<file path="src/osd_params.svh">
// Offsets, field positions, reset values and timing counts for clock control
`ifndef OSD_PARAMS_SVH
`define OSD_PARAMS_SVH

// ************************************************************
// Register offsets (word index on the plain register port)
// ************************************************************
`define OSD_OFS_OSC_CONTROL 2'h0
`define OSD_OFS_DIVIDER 2'h1
`define OSD_OFS_TRIM 2'h2
`define OSD_OFS_UNLOCK 2'h3

// ************************************************************
// Oscillator control fields
// ************************************************************
`define OSD_CUR_SRC_LSB 12
`define OSD_NEXT_SRC_LSB 8
`define OSD_CLK_LOCK_BIT 7
`define OSD_PIN_LOCK_BIT 6
`define OSD_SETTLED_BIT 5
`define OSD_FAIL_BIT 3
`define OSD_RUN_SLEEP_BIT 2
`define OSD_SEC_EN_BIT 1
`define OSD_SWITCH_BIT 0

// ************************************************************
// Divider and trim fields
// ************************************************************
`define OSD_RESTORE_BIT 15
`define OSD_RATIO_LSB 12
`define OSD_REDUCE_BIT 11
`define OSD_POST_LSB 8
`define OSD_POST_RESET 3'h1
`define OSD_TRIM_W 6

// ************************************************************
// Unlock keys and timing
// ************************************************************
`define OSD_KEY_HIGH_A 8'h78
`define OSD_KEY_HIGH_B 8'h9A
`define OSD_KEY_LOW_A 8'h46
`define OSD_KEY_LOW_B 8'h57
`define OSD_SWITCH_WAIT_CYC 10
`define OSD_FAST_RC_MHZ 8

`endif

</file>
<file path="src/osd_pkg.sv">
// Types shared by the clock control block
package osd_pkg;
  typedef enum logic [2:0] {
    OSD_SRC_FAST_RC = 3'h0,
    OSD_SRC_FAST_RC_MULT = 3'h1,
    OSD_SRC_PRIMARY = 3'h2,
    OSD_SRC_PRIMARY_MULT = 3'h3,
    OSD_SRC_SECONDARY = 3'h4,
    OSD_SRC_LOW_POWER_RC = 3'h5,
    OSD_SRC_RESERVED = 3'h6,
    OSD_SRC_FAST_RC_POST = 3'h7
  } osd_source_type;

  typedef enum logic [1:0] {
    OSD_PRI_EXTERNAL_CLOCK_IN = 2'h0,
    OSD_PRI_CRYSTAL_MEDIUM = 2'h1,
    OSD_PRI_CRYSTAL_HIGH_SPEED = 2'h2,
    OSD_PRI_OFF = 2'h3
  } osd_primary_type;

  typedef enum {
    OSD_SW_IDLE,
    OSD_SW_WAIT_READY,
    OSD_SW_COUNT
  } osd_switch_state_type;
endpackage : osd_pkg

</file>
<file path="src/osd_clock_control.sv">
// Oscillator selection, switch sequencing and clock divider registers
//
// The strobed register port and the register offsets were decided locally.
`timescale 1ns/100ps
`default_nettype none
`include "osd_params.svh"
module osd_clock_control
  import osd_pkg::*;
#(
  parameter int ADDR_W = 2,
  parameter int DATA_W = 16
)
(
  input wire logic ref_clk,
  input wire logic rst,
  input wire logic [ADDR_W-1:0] reg_addr,
  input wire logic [DATA_W-1:0] reg_wdata,
  input wire logic reg_write,
  input wire logic reg_read,
  output logic [DATA_W-1:0] reg_rdata,
  input wire logic [1:0] switch_monitor_cfg,
  input wire logic [1:0] primary_mode_cfg,
  input wire logic [2:0] initial_source_cfg,
  input wire logic one_way_pin_lock_cfg,
  input wire logic clock_failure_detect,
  input wire logic source_ready,
  input wire logic multiplier_locked,
  input wire logic new_clock_tick,
  input wire logic interrupt_event,
  input wire logic sleep_mode,
  output logic [2:0] active_source,
  output logic [1:0] primary_submode,
  output logic primary_osc_on,
  output logic secondary_osc_on,
  output logic fail_safe_monitor_on,
  output logic pin_mapping_lock,
  output logic switching_busy,
  output logic peripheral_ratio_tick,
  output logic fast_rc_post_tick,
  output logic [`OSD_TRIM_W-1:0] fast_rc_trim
);
  initial
  begin
    if (DATA_W != 16 || ADDR_W < 2)
      $error("osd_clock_control: unsupported bus widths");
  end

  // ************************************************************
  // Configuration decode
  // ************************************************************
  logic switching_allowed;
  logic monitor_on;
  logic [2:0] cfg_source;
  assign switching_allowed = ~switch_monitor_cfg[1];
  assign monitor_on = (switch_monitor_cfg == 2'h0);
  assign fail_safe_monitor_on = monitor_on;
  // Erased fuses read all ones, selecting fast RC with postscaler
  assign cfg_source = initial_source_cfg;

  function automatic logic uses_primary(input logic [2:0] src);
    uses_primary = (src == OSD_SRC_PRIMARY) || (src == OSD_SRC_PRIMARY_MULT);
  endfunction : uses_primary

  function automatic logic uses_multiplier(input logic [2:0] src);
    uses_multiplier = (src == OSD_SRC_PRIMARY_MULT) ||
                      (src == OSD_SRC_FAST_RC_MULT);
  endfunction : uses_multiplier

  // ************************************************************
  // Register state
  // ************************************************************
  logic [2:0] current_source_sel;
  logic [2:0] next_source_sel;
  logic clock_selection_lock;
  logic pin_lock;
  logic clock_fail_flag;
  logic primary_run_in_sleep;
  logic secondary_osc_enable;
  logic switch_request;
  logic wake_restore_ratio;
  logic [2:0] peripheral_ratio;
  logic ratio_reduce_enable;
  logic [2:0] fast_rc_postscale;
  logic [`OSD_TRIM_W-1:0] trim;
  logic settled_timer_done;
  logic cfg_loaded;
  osd_switch_state_type sw_state;
  logic [3:0] wait_count;

  // ************************************************************
  // Write decode and unlock
  // ************************************************************
  logic wr_ctrl;
  logic wr_div;
  logic wr_trim;
  logic wr_unlock;
  logic high_open;
  logic low_open;
  logic high_ok;
  logic low_ok;
  assign wr_ctrl = reg_write && reg_addr == `OSD_OFS_OSC_CONTROL;
  assign wr_div = reg_write && reg_addr == `OSD_OFS_DIVIDER;
  assign wr_trim = reg_write && reg_addr == `OSD_OFS_TRIM;
  assign wr_unlock = reg_write && reg_addr == `OSD_OFS_UNLOCK;
  assign high_ok = wr_ctrl && high_open;
  assign low_ok = wr_ctrl && low_open;

  // Keys go to the unlock port: high keys in [15:8], low keys in [7:0]
  osd_unlock u_high_unlock
  (
    .ref_clk(ref_clk),
    .rst(rst),
    .key_write(wr_unlock),
    .key_byte(reg_wdata[15:8]),
    .key_first(`OSD_KEY_HIGH_A),
    .key_second(`OSD_KEY_HIGH_B),
    .consume(wr_ctrl),
    .open(high_open)
  );

  osd_unlock u_low_unlock
  (
    .ref_clk(ref_clk),
    .rst(rst),
    .key_write(wr_unlock),
    .key_byte(reg_wdata[7:0]),
    .key_first(`OSD_KEY_LOW_A),
    .key_second(`OSD_KEY_LOW_B),
    .consume(wr_ctrl),
    .open(low_open)
  );

  // ************************************************************
  // Switch sequencing
  // ************************************************************
  logic sel_locked;
  logic start_switch;
  logic redundant;
  logic switch_done;
  logic [2:0] next_current;
  assign sel_locked = monitor_on && clock_selection_lock;
  assign start_switch = low_ok && reg_wdata[`OSD_SWITCH_BIT] &&
                        switching_allowed && !sel_locked &&
                        sw_state == OSD_SW_IDLE;
  assign redundant = start_switch &&
                     next_source_sel == current_source_sel;
  assign switch_done = sw_state == OSD_SW_COUNT && new_clock_tick &&
                       wait_count == 4'(`OSD_SWITCH_WAIT_CYC - 1);
  assign next_current = switch_done ? next_source_sel
                                    : current_source_sel;
  assign switching_busy = sw_state != OSD_SW_IDLE;

  always_ff @(posedge ref_clk)
  begin
    if (rst)
    begin
      sw_state <= OSD_SW_IDLE;
      wait_count <= 4'h0;
    end
    else
    begin
      unique case (sw_state)
        OSD_SW_IDLE:
        begin
          wait_count <= 4'h0;
          if (start_switch && !redundant)
            sw_state <= OSD_SW_WAIT_READY;
        end
        OSD_SW_WAIT_READY:
          if (source_ready && (!uses_multiplier(next_source_sel) ||
              multiplier_locked))
            sw_state <= OSD_SW_COUNT;
        OSD_SW_COUNT:
          if (switch_done)
            sw_state <= OSD_SW_IDLE;
          else if (new_clock_tick)
            wait_count <= wait_count + 4'h1;
      endcase
    end
  end

  // ************************************************************
  // Oscillator control register
  // ************************************************************
  logic next_fail;
  logic next_pin_lock;
  logic pin_lock_may_clear;
  assign pin_lock_may_clear = !(one_way_pin_lock_cfg && pin_lock);
  assign next_pin_lock = (low_ok && (reg_wdata[`OSD_PIN_LOCK_BIT] ||
                         pin_lock_may_clear)) ?
                         reg_wdata[`OSD_PIN_LOCK_BIT] : pin_lock;
  // Hardware set wins over a same-cycle software clear
  assign next_fail = (clock_failure_detect && monitor_on) ||
                     (clock_fail_flag && !(low_ok &&
                     !reg_wdata[`OSD_FAIL_BIT]));

  always_ff @(posedge ref_clk)
  begin
    if (rst)
    begin
      cfg_loaded <= 1'b0;
      current_source_sel <= OSD_SRC_FAST_RC_POST;
      next_source_sel <= OSD_SRC_FAST_RC_POST;
      clock_selection_lock <= 1'b0;
      pin_lock <= 1'b0;
      clock_fail_flag <= 1'b0;
      primary_run_in_sleep <= 1'b0;
      secondary_osc_enable <= 1'b0;
      switch_request <= 1'b0;
    end
    else if (!cfg_loaded)
    begin
      // Configuration fields are caught on the first edge after reset
      cfg_loaded <= 1'b1;
      current_source_sel <= cfg_source;
      next_source_sel <= cfg_source;
    end
    else
    begin
      current_source_sel <= next_current;
      if (high_ok && !sel_locked && !switching_busy)
        next_source_sel <= reg_wdata[`OSD_NEXT_SRC_LSB +: 3];
      if (low_ok && reg_wdata[`OSD_CLK_LOCK_BIT])
        clock_selection_lock <= 1'b1;
      pin_lock <= next_pin_lock;
      clock_fail_flag <= next_fail;
      if (low_ok)
      begin
        primary_run_in_sleep <= reg_wdata[`OSD_RUN_SLEEP_BIT];
        secondary_osc_enable <= reg_wdata[`OSD_SEC_EN_BIT];
      end
      if (!switching_allowed || switch_done || redundant)
        switch_request <= 1'b0;
      else if (start_switch)
        switch_request <= 1'b1;
    end
  end

  // ************************************************************
  // Multiplier settled flag
  // ************************************************************
  logic valid_switch;
  assign valid_switch = start_switch && !redundant;

  always_ff @(posedge ref_clk)
  begin
    if (rst || valid_switch || !uses_multiplier(current_source_sel))
      settled_timer_done <= 1'b0;
    else
      settled_timer_done <= multiplier_locked;
  end

  // ************************************************************
  // Divider and trim registers
  // ************************************************************
  always_ff @(posedge ref_clk)
  begin
    if (rst)
    begin
      wake_restore_ratio <= 1'b0;
      peripheral_ratio <= 3'h0;
      ratio_reduce_enable <= 1'b0;
      fast_rc_postscale <= `OSD_POST_RESET;
      trim <= '0;
    end
    else
    begin
      if (wr_div)
      begin
        wake_restore_ratio <= reg_wdata[`OSD_RESTORE_BIT];
        peripheral_ratio <= reg_wdata[`OSD_RATIO_LSB +: 3];
        fast_rc_postscale <= reg_wdata[`OSD_POST_LSB +: 3];
      end
      if (wake_restore_ratio && interrupt_event)
        ratio_reduce_enable <= 1'b0;
      else if (wr_div)
        ratio_reduce_enable <= reg_wdata[`OSD_REDUCE_BIT];
      if (wr_trim)
        trim <= reg_wdata[`OSD_TRIM_W-1:0];
    end
  end

  // ************************************************************
  // Clock ratio and postscaler ticks
  // ************************************************************
  logic [2:0] eff_ratio;
  assign eff_ratio = ratio_reduce_enable ? peripheral_ratio : 3'h0;

  osd_ratio_div #(.CODE_W(3), .CNT_W(8)) u_periph_div
  (
    .ref_clk(ref_clk),
    .rst(rst),
    .log2_div(eff_ratio),
    .code_max_256(1'b0),
    .tick(peripheral_ratio_tick)
  );

  osd_ratio_div #(.CODE_W(3), .CNT_W(8)) u_post_div
  (
    .ref_clk(ref_clk),
    .rst(rst),
    .log2_div(fast_rc_postscale),
    .code_max_256(fast_rc_postscale == 3'h7),
    .tick(fast_rc_post_tick)
  );

  // ************************************************************
  // Oscillator enables and status outputs
  // ************************************************************
  assign active_source = current_source_sel;
  assign primary_submode = uses_primary(current_source_sel) ?
                           primary_mode_cfg : OSD_PRI_OFF;
  assign primary_osc_on = (uses_primary(current_source_sel) ||
                           (switching_busy && uses_primary(next_source_sel)))
                          && (!sleep_mode || primary_run_in_sleep);
  assign secondary_osc_on = secondary_osc_enable ||
                            current_source_sel == OSD_SRC_SECONDARY;
  assign pin_mapping_lock = pin_lock;
  assign fast_rc_trim = trim;

  // ************************************************************
  // Read back, one cycle after the strobe
  // ************************************************************
  logic [DATA_W-1:0] ctrl_word;
  logic [DATA_W-1:0] div_word;
  logic [DATA_W-1:0] read_mux;
  assign ctrl_word = {1'b0, current_source_sel, 1'b0, next_source_sel,
                      clock_selection_lock, pin_lock, settled_timer_done,
                      1'b0, clock_fail_flag, primary_run_in_sleep,
                      secondary_osc_enable, switch_request};
  assign div_word = {wake_restore_ratio, peripheral_ratio,
                     ratio_reduce_enable, fast_rc_postscale, 8'h00};
  assign read_mux = (reg_addr == `OSD_OFS_OSC_CONTROL) ? ctrl_word :
                    (reg_addr == `OSD_OFS_DIVIDER) ? div_word :
                    (reg_addr == `OSD_OFS_TRIM) ?
                    {10'h000, trim} : 16'h0000;

  always_ff @(posedge ref_clk)
  begin
    if (rst)
      reg_rdata <= 16'h0000;
    else if (reg_read)
      reg_rdata <= read_mux;
    else
      reg_rdata <= 16'h0000;
  end
endmodule : osd_clock_control
`default_nettype wire

</file>
<file path="src/osd_ratio_div.sv">
// Power-of-two clock enable divider
`timescale 1ns/100ps
`default_nettype none
module osd_ratio_div
  import osd_pkg::*;
#(
  parameter int CODE_W = 3,
  parameter int CNT_W = 8
)
(
  input wire logic ref_clk,
  input wire logic rst,
  input wire logic [CODE_W-1:0] log2_div,
  input wire logic code_max_256,
  output logic tick
);
  logic [CNT_W-1:0] count;
  logic [CNT_W-1:0] limit;
  logic [CNT_W-1:0] next_count;

  initial
  begin
    if (CODE_W < 1 || CNT_W < 8 || CNT_W < (1 << CODE_W) - 1)
      $error("osd_ratio_div: counter too narrow");
  end

  // ************************************************************
  // Tick once every 2**code reference cycles, or every 2**CNT_W cycles when code_max_256 is set
  // ************************************************************
  assign limit = code_max_256 ? {CNT_W{1'b1}}
               : CNT_W'((1 << log2_div) - 1);
  assign next_count = (count >= limit) ? '0 : count + 1'b1;

  always_ff @(posedge ref_clk)
  begin
    if (rst)
    begin
      count <= '0;
      tick <= 1'b0;
    end
    else
    begin
      count <= next_count;
      tick <= (count >= limit);
    end
  end
endmodule : osd_ratio_div
`default_nettype wire

</file>
<file path="src/osd_unlock.sv">
// Unlock key detector for the protected byte writes
`timescale 1ns/100ps
`default_nettype none
`include "osd_params.svh"
module osd_unlock
  import osd_pkg::*;
(
  input wire logic ref_clk,
  input wire logic rst,
  input wire logic key_write,
  input wire logic [7:0] key_byte,
  input wire logic [7:0] key_first,
  input wire logic [7:0] key_second,
  input wire logic consume,
  output logic open
);
  logic seen_first;
  logic next_seen_first;
  logic next_open;

  // ************************************************************
  // Keys must arrive back to back; any other write restarts
  // ************************************************************
  assign next_seen_first = key_write && (key_byte == key_first);
  assign next_open = key_write ? (seen_first && key_byte == key_second)
                               : (open && !consume);

  always_ff @(posedge ref_clk)
  begin
    if (rst)
    begin
      seen_first <= 1'b0;
      open <= 1'b0;
    end
    else
    begin
      seen_first <= next_seen_first;
      open <= next_open;
    end
  end
endmodule : osd_unlock
`default_nettype wire
</file>
<file path="config.mk">
export PLATFORM = sky130hd
export DESIGN_NAME = osd_clock_control
export DESIGN_NICKNAME = d
export VERILOG_FILES = /design/src/osd_pkg.sv /design/src/osd_clock_control.sv /design/src/osd_ratio_div.sv /design/src/osd_unlock.sv
export VERILOG_INCLUDE_DIRS = /design/src
export SDC_FILE = /design/constraint.sdc
export NUM_CORES = 1
export LEC_CHECK = 0
export ABC_AREA = 1
export BUFFER_PORTS_ARGS = -buffer_cell sky130_fd_sc_hd__buf_2
export CAP_MARGIN = 20
export CORE_MARGIN = 4
export CORE_UTILIZATION = 59
export CTS_CLUSTER_SIZE = 24
export DETAILED_ROUTE_END_ITERATION = 8
export PLACE_DENSITY = 0.95
export SETUP_SLACK_MARGIN = 0.05
export SYNTH_ARGS = -nofsm -noshare
export SYNTH_HDL_FRONTEND = slang
export SYNTH_SLANG_ARGS = --single-unit
</file>
<file path="constraint.sdc">
create_clock -name ref_clk -period 3.75 [get_ports ref_clk]
set_input_delay 0.375 -clock ref_clk [delete_from_list [all_inputs] [get_ports ref_clk]]
set_output_delay 0.375 -clock ref_clk [all_outputs]
set_load 0.05 [all_outputs]
</file>
Yosys cells after proc, flatten, opt, wreduce, memory -nomap -nowiden
Index checks and enable logic that the tools add are counted.
{"block": "totals", "input_bits": 36, "regBits": 102, "out_inout_bits": 34, "wordCells": 165}
{"block": "op_classes", "n_eq_ne": 27, "order_cmp": 2, "add_sub_neg": 5, "n_shift": 2, "muxes": 22, "n_bitwise": 3, "reduce_logical": 76}
{"cell": "$mux 32", "n": 3}
{"cell": "$pmux 32 s3", "n": 1}
{"cell": "$logic_not 32->1", "n": 2}
{"cell": "$logic_and 1x1->1", "n": 33}
{"cell": "$eq 32x1->1 const B", "n": 1}
{"cell": "$eq 32x2->1 const B", "n": 1}
{"cell": "$eq 32x3->1 const B", "n": 1}
{"cell": "$reduce_bool 32->1", "n": 1}
{"cell": "$eq 8x7->1 const B", "n": 3}
{"cell": "$add 8x1->8 const B", "n": 2}
{"cell": "$ge 8x8->1", "n": 2}
{"cell": "$mux 16", "n": 1}
{"cell": "$shl 1x3->8 const A", "n": 2}
{"cell": "$sub 8x2->8 const B", "n": 2}
{"cell": "$mux 15", "n": 1}
{"cell": "$mux 3", "n": 5}
{"cell": "$logic_or 1x1->1", "n": 14}
{"cell": "$eq 3x2->1 const B", "n": 4}
{"cell": "$logic_not 1->1", "n": 10}
{"cell": "$ne 2x2->1 const B", "n": 5}
{"cell": "$eq 8x8->1 const B", "n": 1}
{"cell": "$mux 4", "n": 2}
{"cell": "$mux 8", "n": 1}
{"cell": "$pmux 4 s2", "n": 1}
{"cell": "19 further kinds", "n": 38}

Depth between registers and ports, before layout
{"block": "depth", "depth_word": 12, "depth_mapped": 12, "mapped_depth_nobuf": 12}

Hierarchy
From an unflattened synthesis, not the netlist that was laid out.
{"block": "unflattened", "cells_unflattened": 615, "hier_area_um2": 4201.5}
{"module": "osd_clock_control", "area_each_um2": 2199.6, "instances": 1, "seq_area_each_um2": 1001.0, "cells_each": 287}
{"module": "osd_ratio_div", "area_each_um2": 675.6, "instances": 2, "seq_area_each_um2": 180.2, "cells_each": 97}
{"module": "osd_unlock", "area_each_um2": 325.3, "instances": 2, "seq_area_each_um2": 40.0, "cells_each": 67}

Worst setup path before layout
OpenSTA, ideal clock, no wires.
{"block": "synth_path", "kind": "reg2out", "startpoint": "reg current_source_sel[2], in the netlist active_source[2]", "endpoint": "out secondary_osc_on", "path_stages_with_launch": 3, "slack_ns": 1.344, "n_path_buf": 0, "required_time_ns": 3.375, "arrival_time_ns": 2.031, "cell_sequence": "dfxtp_1 -> inv_1 -> o31ai_1"}
{"block": "synth_between", "elab_chain_len": 2}
{"item": "start: declaration", "line": "osd_clock_control.sv:72", "rtl": "logic [2:0] current_source_sel;"}
{"item": "start signal: assignment", "line": "osd_clock_control.sv:215", "rtl": "current_source_sel <= cfg_source;"}
{"item": "start signal: assignment", "line": "osd_clock_control.sv:220", "rtl": "current_source_sel <= next_current;"}
{"item": "$eq 3x3->1", "line": "osd_clock_control.sv:317", "rtl": "current_source_sel == OSD_SRC_SECONDARY;"}
{"item": "$logic_or 1x1->1", "line": "osd_clock_control.sv:316", "rtl": "assign secondary_osc_on = secondary_osc_enable ||"}
{"item": "end: declaration", "line": "osd_clock_control.sv:34", "rtl": "output logic secondary_osc_on,"}
No other way between the ends.

Worst setup path after layout
{"block": "layout_path", "startpoint": "reg peripheral_ratio[1]", "endpoint": "reg u_periph_div.count[0]"}
{"block": "layout_between", "elab_chain_len": 5}
{"item": "start: declaration", "line": "osd_clock_control.sv:81", "rtl": "logic [2:0] peripheral_ratio;"}
{"item": "start signal: assignment", "line": "osd_clock_control.sv:271", "rtl": "peripheral_ratio <= reg_wdata[`OSD_RATIO_LSB +: 3];"}
{"item": "$mux 3", "line": "osd_clock_control.sv:287", "rtl": "assign eff_ratio = ratio_reduce_enable ? peripheral_ratio : 3'h0;"}
{"item": "$shl 1x3->8", "line": "osd_ratio_div.sv:31", "rtl": ": CNT_W'((1 << log2_div) - 1);"}
{"item": "$sub 8x2->8", "line": "osd_ratio_div.sv:31"}
{"item": "$ge 8x8->1", "line": "osd_ratio_div.sv:32", "rtl": "assign next_count = (count >= limit) ? '0 : count + 1'b1;"}
{"item": "$reduce_or 2->1 (no line)"}
{"item": "end signal: assignment", "line": "osd_ratio_div.sv:43", "rtl": "count <= next_count;"}
{"item": "end: declaration", "line": "osd_ratio_div.sv:17", "rtl": "logic [CNT_W-1:0] count;"}
No other way between the ends.
A chain may end at the register's enable or synchronous reset.

==> reports/qor.csv <==
stage;metric;value;unit
outcome;status;finished clean;
layout;highest-count cells in the layout ignoring fill and taps;dfxtp_1, buf_2, inv_1;
worst_setup_path;crit path DAT;2.65;ns
cts;clock root cell;clkbuf_8;
layout;FILL cells;383;
cts;number of H-tree levels;3;
yosys;post-synthesis cell area;0.00336;mm^2
worst_setup_path;crit-path max FO;8;
sta;Tcrit/Tclk final;63.5;%
worst_setup_path;critical path class;reg -> reg;
sta;Final Skew;0.00903;ns
layout;fraction of layout cells with a size suffix above 1;19.6;%
layout;register area;0.00144;mm^2
layout;leading cell type in the layout, fill and taps excluded;dfxtp_1;
grt;initial antenna violation count;0;
worst_setup_path;Req. time, crit path;4.02;ns
cts;clk slew on worst S/H paths;0.08;ns
sta;RSZ-0062 raised after global routing;false;
floorplan;io pins;70;
layout;Util after Layout;72.6;%
cts;clock sink count;72;
grt;pin count of the biggest net entering global routing;27;
run;Max Cap Violations;0;
yosys;FF+latch count, synth;72;
cts;# resized after CTS;0;
pwr;Leak;0.00180;uW
place;IO buf count;69;
sta;worst slew pin tran;0.782;ns
route;1st-iter DRT viols;346;
yosys;syn nets;487;
yosys;Mean Syn Cell Area;7.89;um^2
sta;Tmin final;2.38;ns
sta;final setup violation count;0;
yosys;Syn Inst Count;426;
yosys;Synth top area share;42.9;%
yosys;post-synthesis mux area share;0;%
worst_setup_path;Worst Setup Start Kind;flop;
layout;fin nets;560;
sta;Hold Slack;0.240;ns
layout;area grow syn2layout;18.9;%
route;wire per inst;15.4;um
floorplan;num rows;27;
route;Vias/cell;5.79;
sta;final setup TNS;0;ns
layout;ANT cells;0;
floorplan;Starting Density;61.1;%
floorplan;total die area;0.00697;mm^2
worst_setup_path;FF-to-FF setup slack;1.37;ns
pwr;Worst IR Drop VDD;0.340;mV
grt;first-pass GRT wire length;14.6;mm
yosys;synthesized-area fraction occupied by adder cells;9.30;%
cts;TritonCTS clock tree;done;
yosys;Synth Warn #;0;
floorplan;Die H;83.5;um
sta;Final Hold Fails;0;
grt;number of global-route vias before repair;3187;
route;DRC errors left;0;
route;Post-DRT Antenna Nets;0;
sta;relative slew slack;47.8;%
yosys;Compound-Gate Fraction of Synth Area;15.1;%
floorplan;DIE WIDTH;83.5;um
cts;CTS buffer count;9;
cts;Max Root-Sink Buffers;2;
cts;Skew-Pair Late Insertion Delay;0.34;ns
cts;Setup Fix Bufs, Post-CTS;0;
floorplan;Core ar.;0.00551;mm^2
yosys;Synth area leader;dfxtp_1;
grt;Overflow after GRT;0;
yosys;Simple-Gate Fraction of Synth Area;20.9;%
yosys;most area-consuming cells after synthesis;dfxtp_1, ha_1, inv_1, a21oi_1, nand2_1;
place;hpwl dp;6.70;mm
place;GP Congestion;0.952;
yosys;sequential fraction of the synthesis area;42.9;%
route;Routed WL;8.85;mm
layout;area of the multi-input gates;0.00167;mm^2
worst_setup_path;CP Capture Type;flop;
yosys;Netlist cell types;36;
place;# placed instances;560;
grt;GRT Total Usage;25.6;%
layout;Non-Filler Instances;576;
yosys;post-synthesis xor/xnor area fraction;4.17;%
worst_hold_path;Worst Hold Class;in -> reg;
sta;Achievable Freq;420;MHz
sta;final slew viol count;0;
cts;hold_buf cts;0;
route;total number of vias;3335;
route;drt pass-1 iters;8;
yosys;largest family of logic cells by synthesized area;simple AND/OR/NAND/NOR gates;
pwr;pwr/cell area;508;mW/mm^2
[critical path: stages (launching register included)]
cell,delay (ns)
dfxtp_1,0.39
inv_1,0.11
a31oi_1,0.25
ha_1,0.24
nand2_1,0.07
xor2_1,0.15
ha_1,0.19
a21oi_1,0.20
o21a_1,0.17
nand4_1,0.30
nor2_1,0.23
[Yosys cell counts]
master and count:
o21ai_0 24, ha_1 25, nor4_1 1, a22oi_1 1, o21bai_1 2, nor3_1 7, o221ai_1 3, xor2_1 8
buf_2 4, o21a_1 2, nand3_1 29, nand3b_1 1, nor2_2 4, inv_2 1, nor2_1 39, nor3b_1 1
a31oi_1 1, or2_2 4, inv_1 58, o21ai_2 1, xnor2_1 8, o31ai_1 1, nand2_2 2, dfxtp_1 72
clkinv_1 1, and3_1 1, o22ai_1 10, nand4_1 11, nand3_2 1, clkbuf_1 3, a21oi_1 41, conb_1 1
o21ai_1 2, o211ai_1 3, nand2_1 52, nor2_4 1
[worst paths after layout]
check / from / to / cells past startpoint
max reg2reg: peripheral_ratio[1] / u_periph_div.count[0] / 10
min: reg_wdata[15] / u_high_unlock.seen_first / 2
min reg2reg: pin_mapping_lock / reg_rdata[6] / 2
max: peripheral_ratio[1] / u_periph_div.count[0] / 10
[area by class of cell]
type                       count  share of cell area [%]
timing repair buffer          69                    8.64
sequential                    72                    36.1
inverter                      60                    5.63
clock inverter                 5                    1.97
clock buffer                  11                    3.79
tap                           72                    2.25
multi-input combinational    287                    41.7
[logic make-up (layout without fill, tap and decap cells)]
family          Yosys count  count (layout)
compound gates           91              91
simple gates            154             154
fa+ha+maj                25              25
xor+xnor                 16              16
other cells               1               1
flops                    72              72
buf+inv                  67             145
[power by group]
part	leakage, uW	internal, uW	switching [uW]	total, uW
Clock	0.000119	410	287	697
Combinational	0.00109	145	330	476
Sequential	0.000586	813	44.8	858
[stage by stage]
| stage | instance area, um^2 | setup slack (ns) | power [uW] |
|---|---|---|---|
| 6_report | 4000 | 1.37 | 2030 |
| 2_1_floorplan | 3360 | 1.34 | 1210 |
| 3_5_place_dp | 3770 | 1.47 | 1340 |
| 4_1_cts | 4000 | 1.41 | 2030 |
| 5_1_grt | 4000 | 1.11 | 2130 |
| 3_3_place_gp | 3770 | 1.65 | 1310 |
[per-layer routing]
metal  GRT usage (%)  wire length (um)  vias to the layer above
met2            44.1              4280                      202
met3            6.42               827                       45
met4            12.9               374                        0
met1            29.6              3370                     1517
met5               0                 0                        -
li1                -                 -                     1571
[state kept, by name, indices dropped and copies added (netlist names), 2 cells and up]
register	count
wait_count	4
sw_state	2
reg_rdata	16
u_post_div.count	8
fast_rc_trim	6
fast_rc_postscale	3
peripheral_ratio	3
next_source_sel	3
u_periph_div.count	8
active_source	3
No activity file was read; power rests on OpenSTA's default activity.
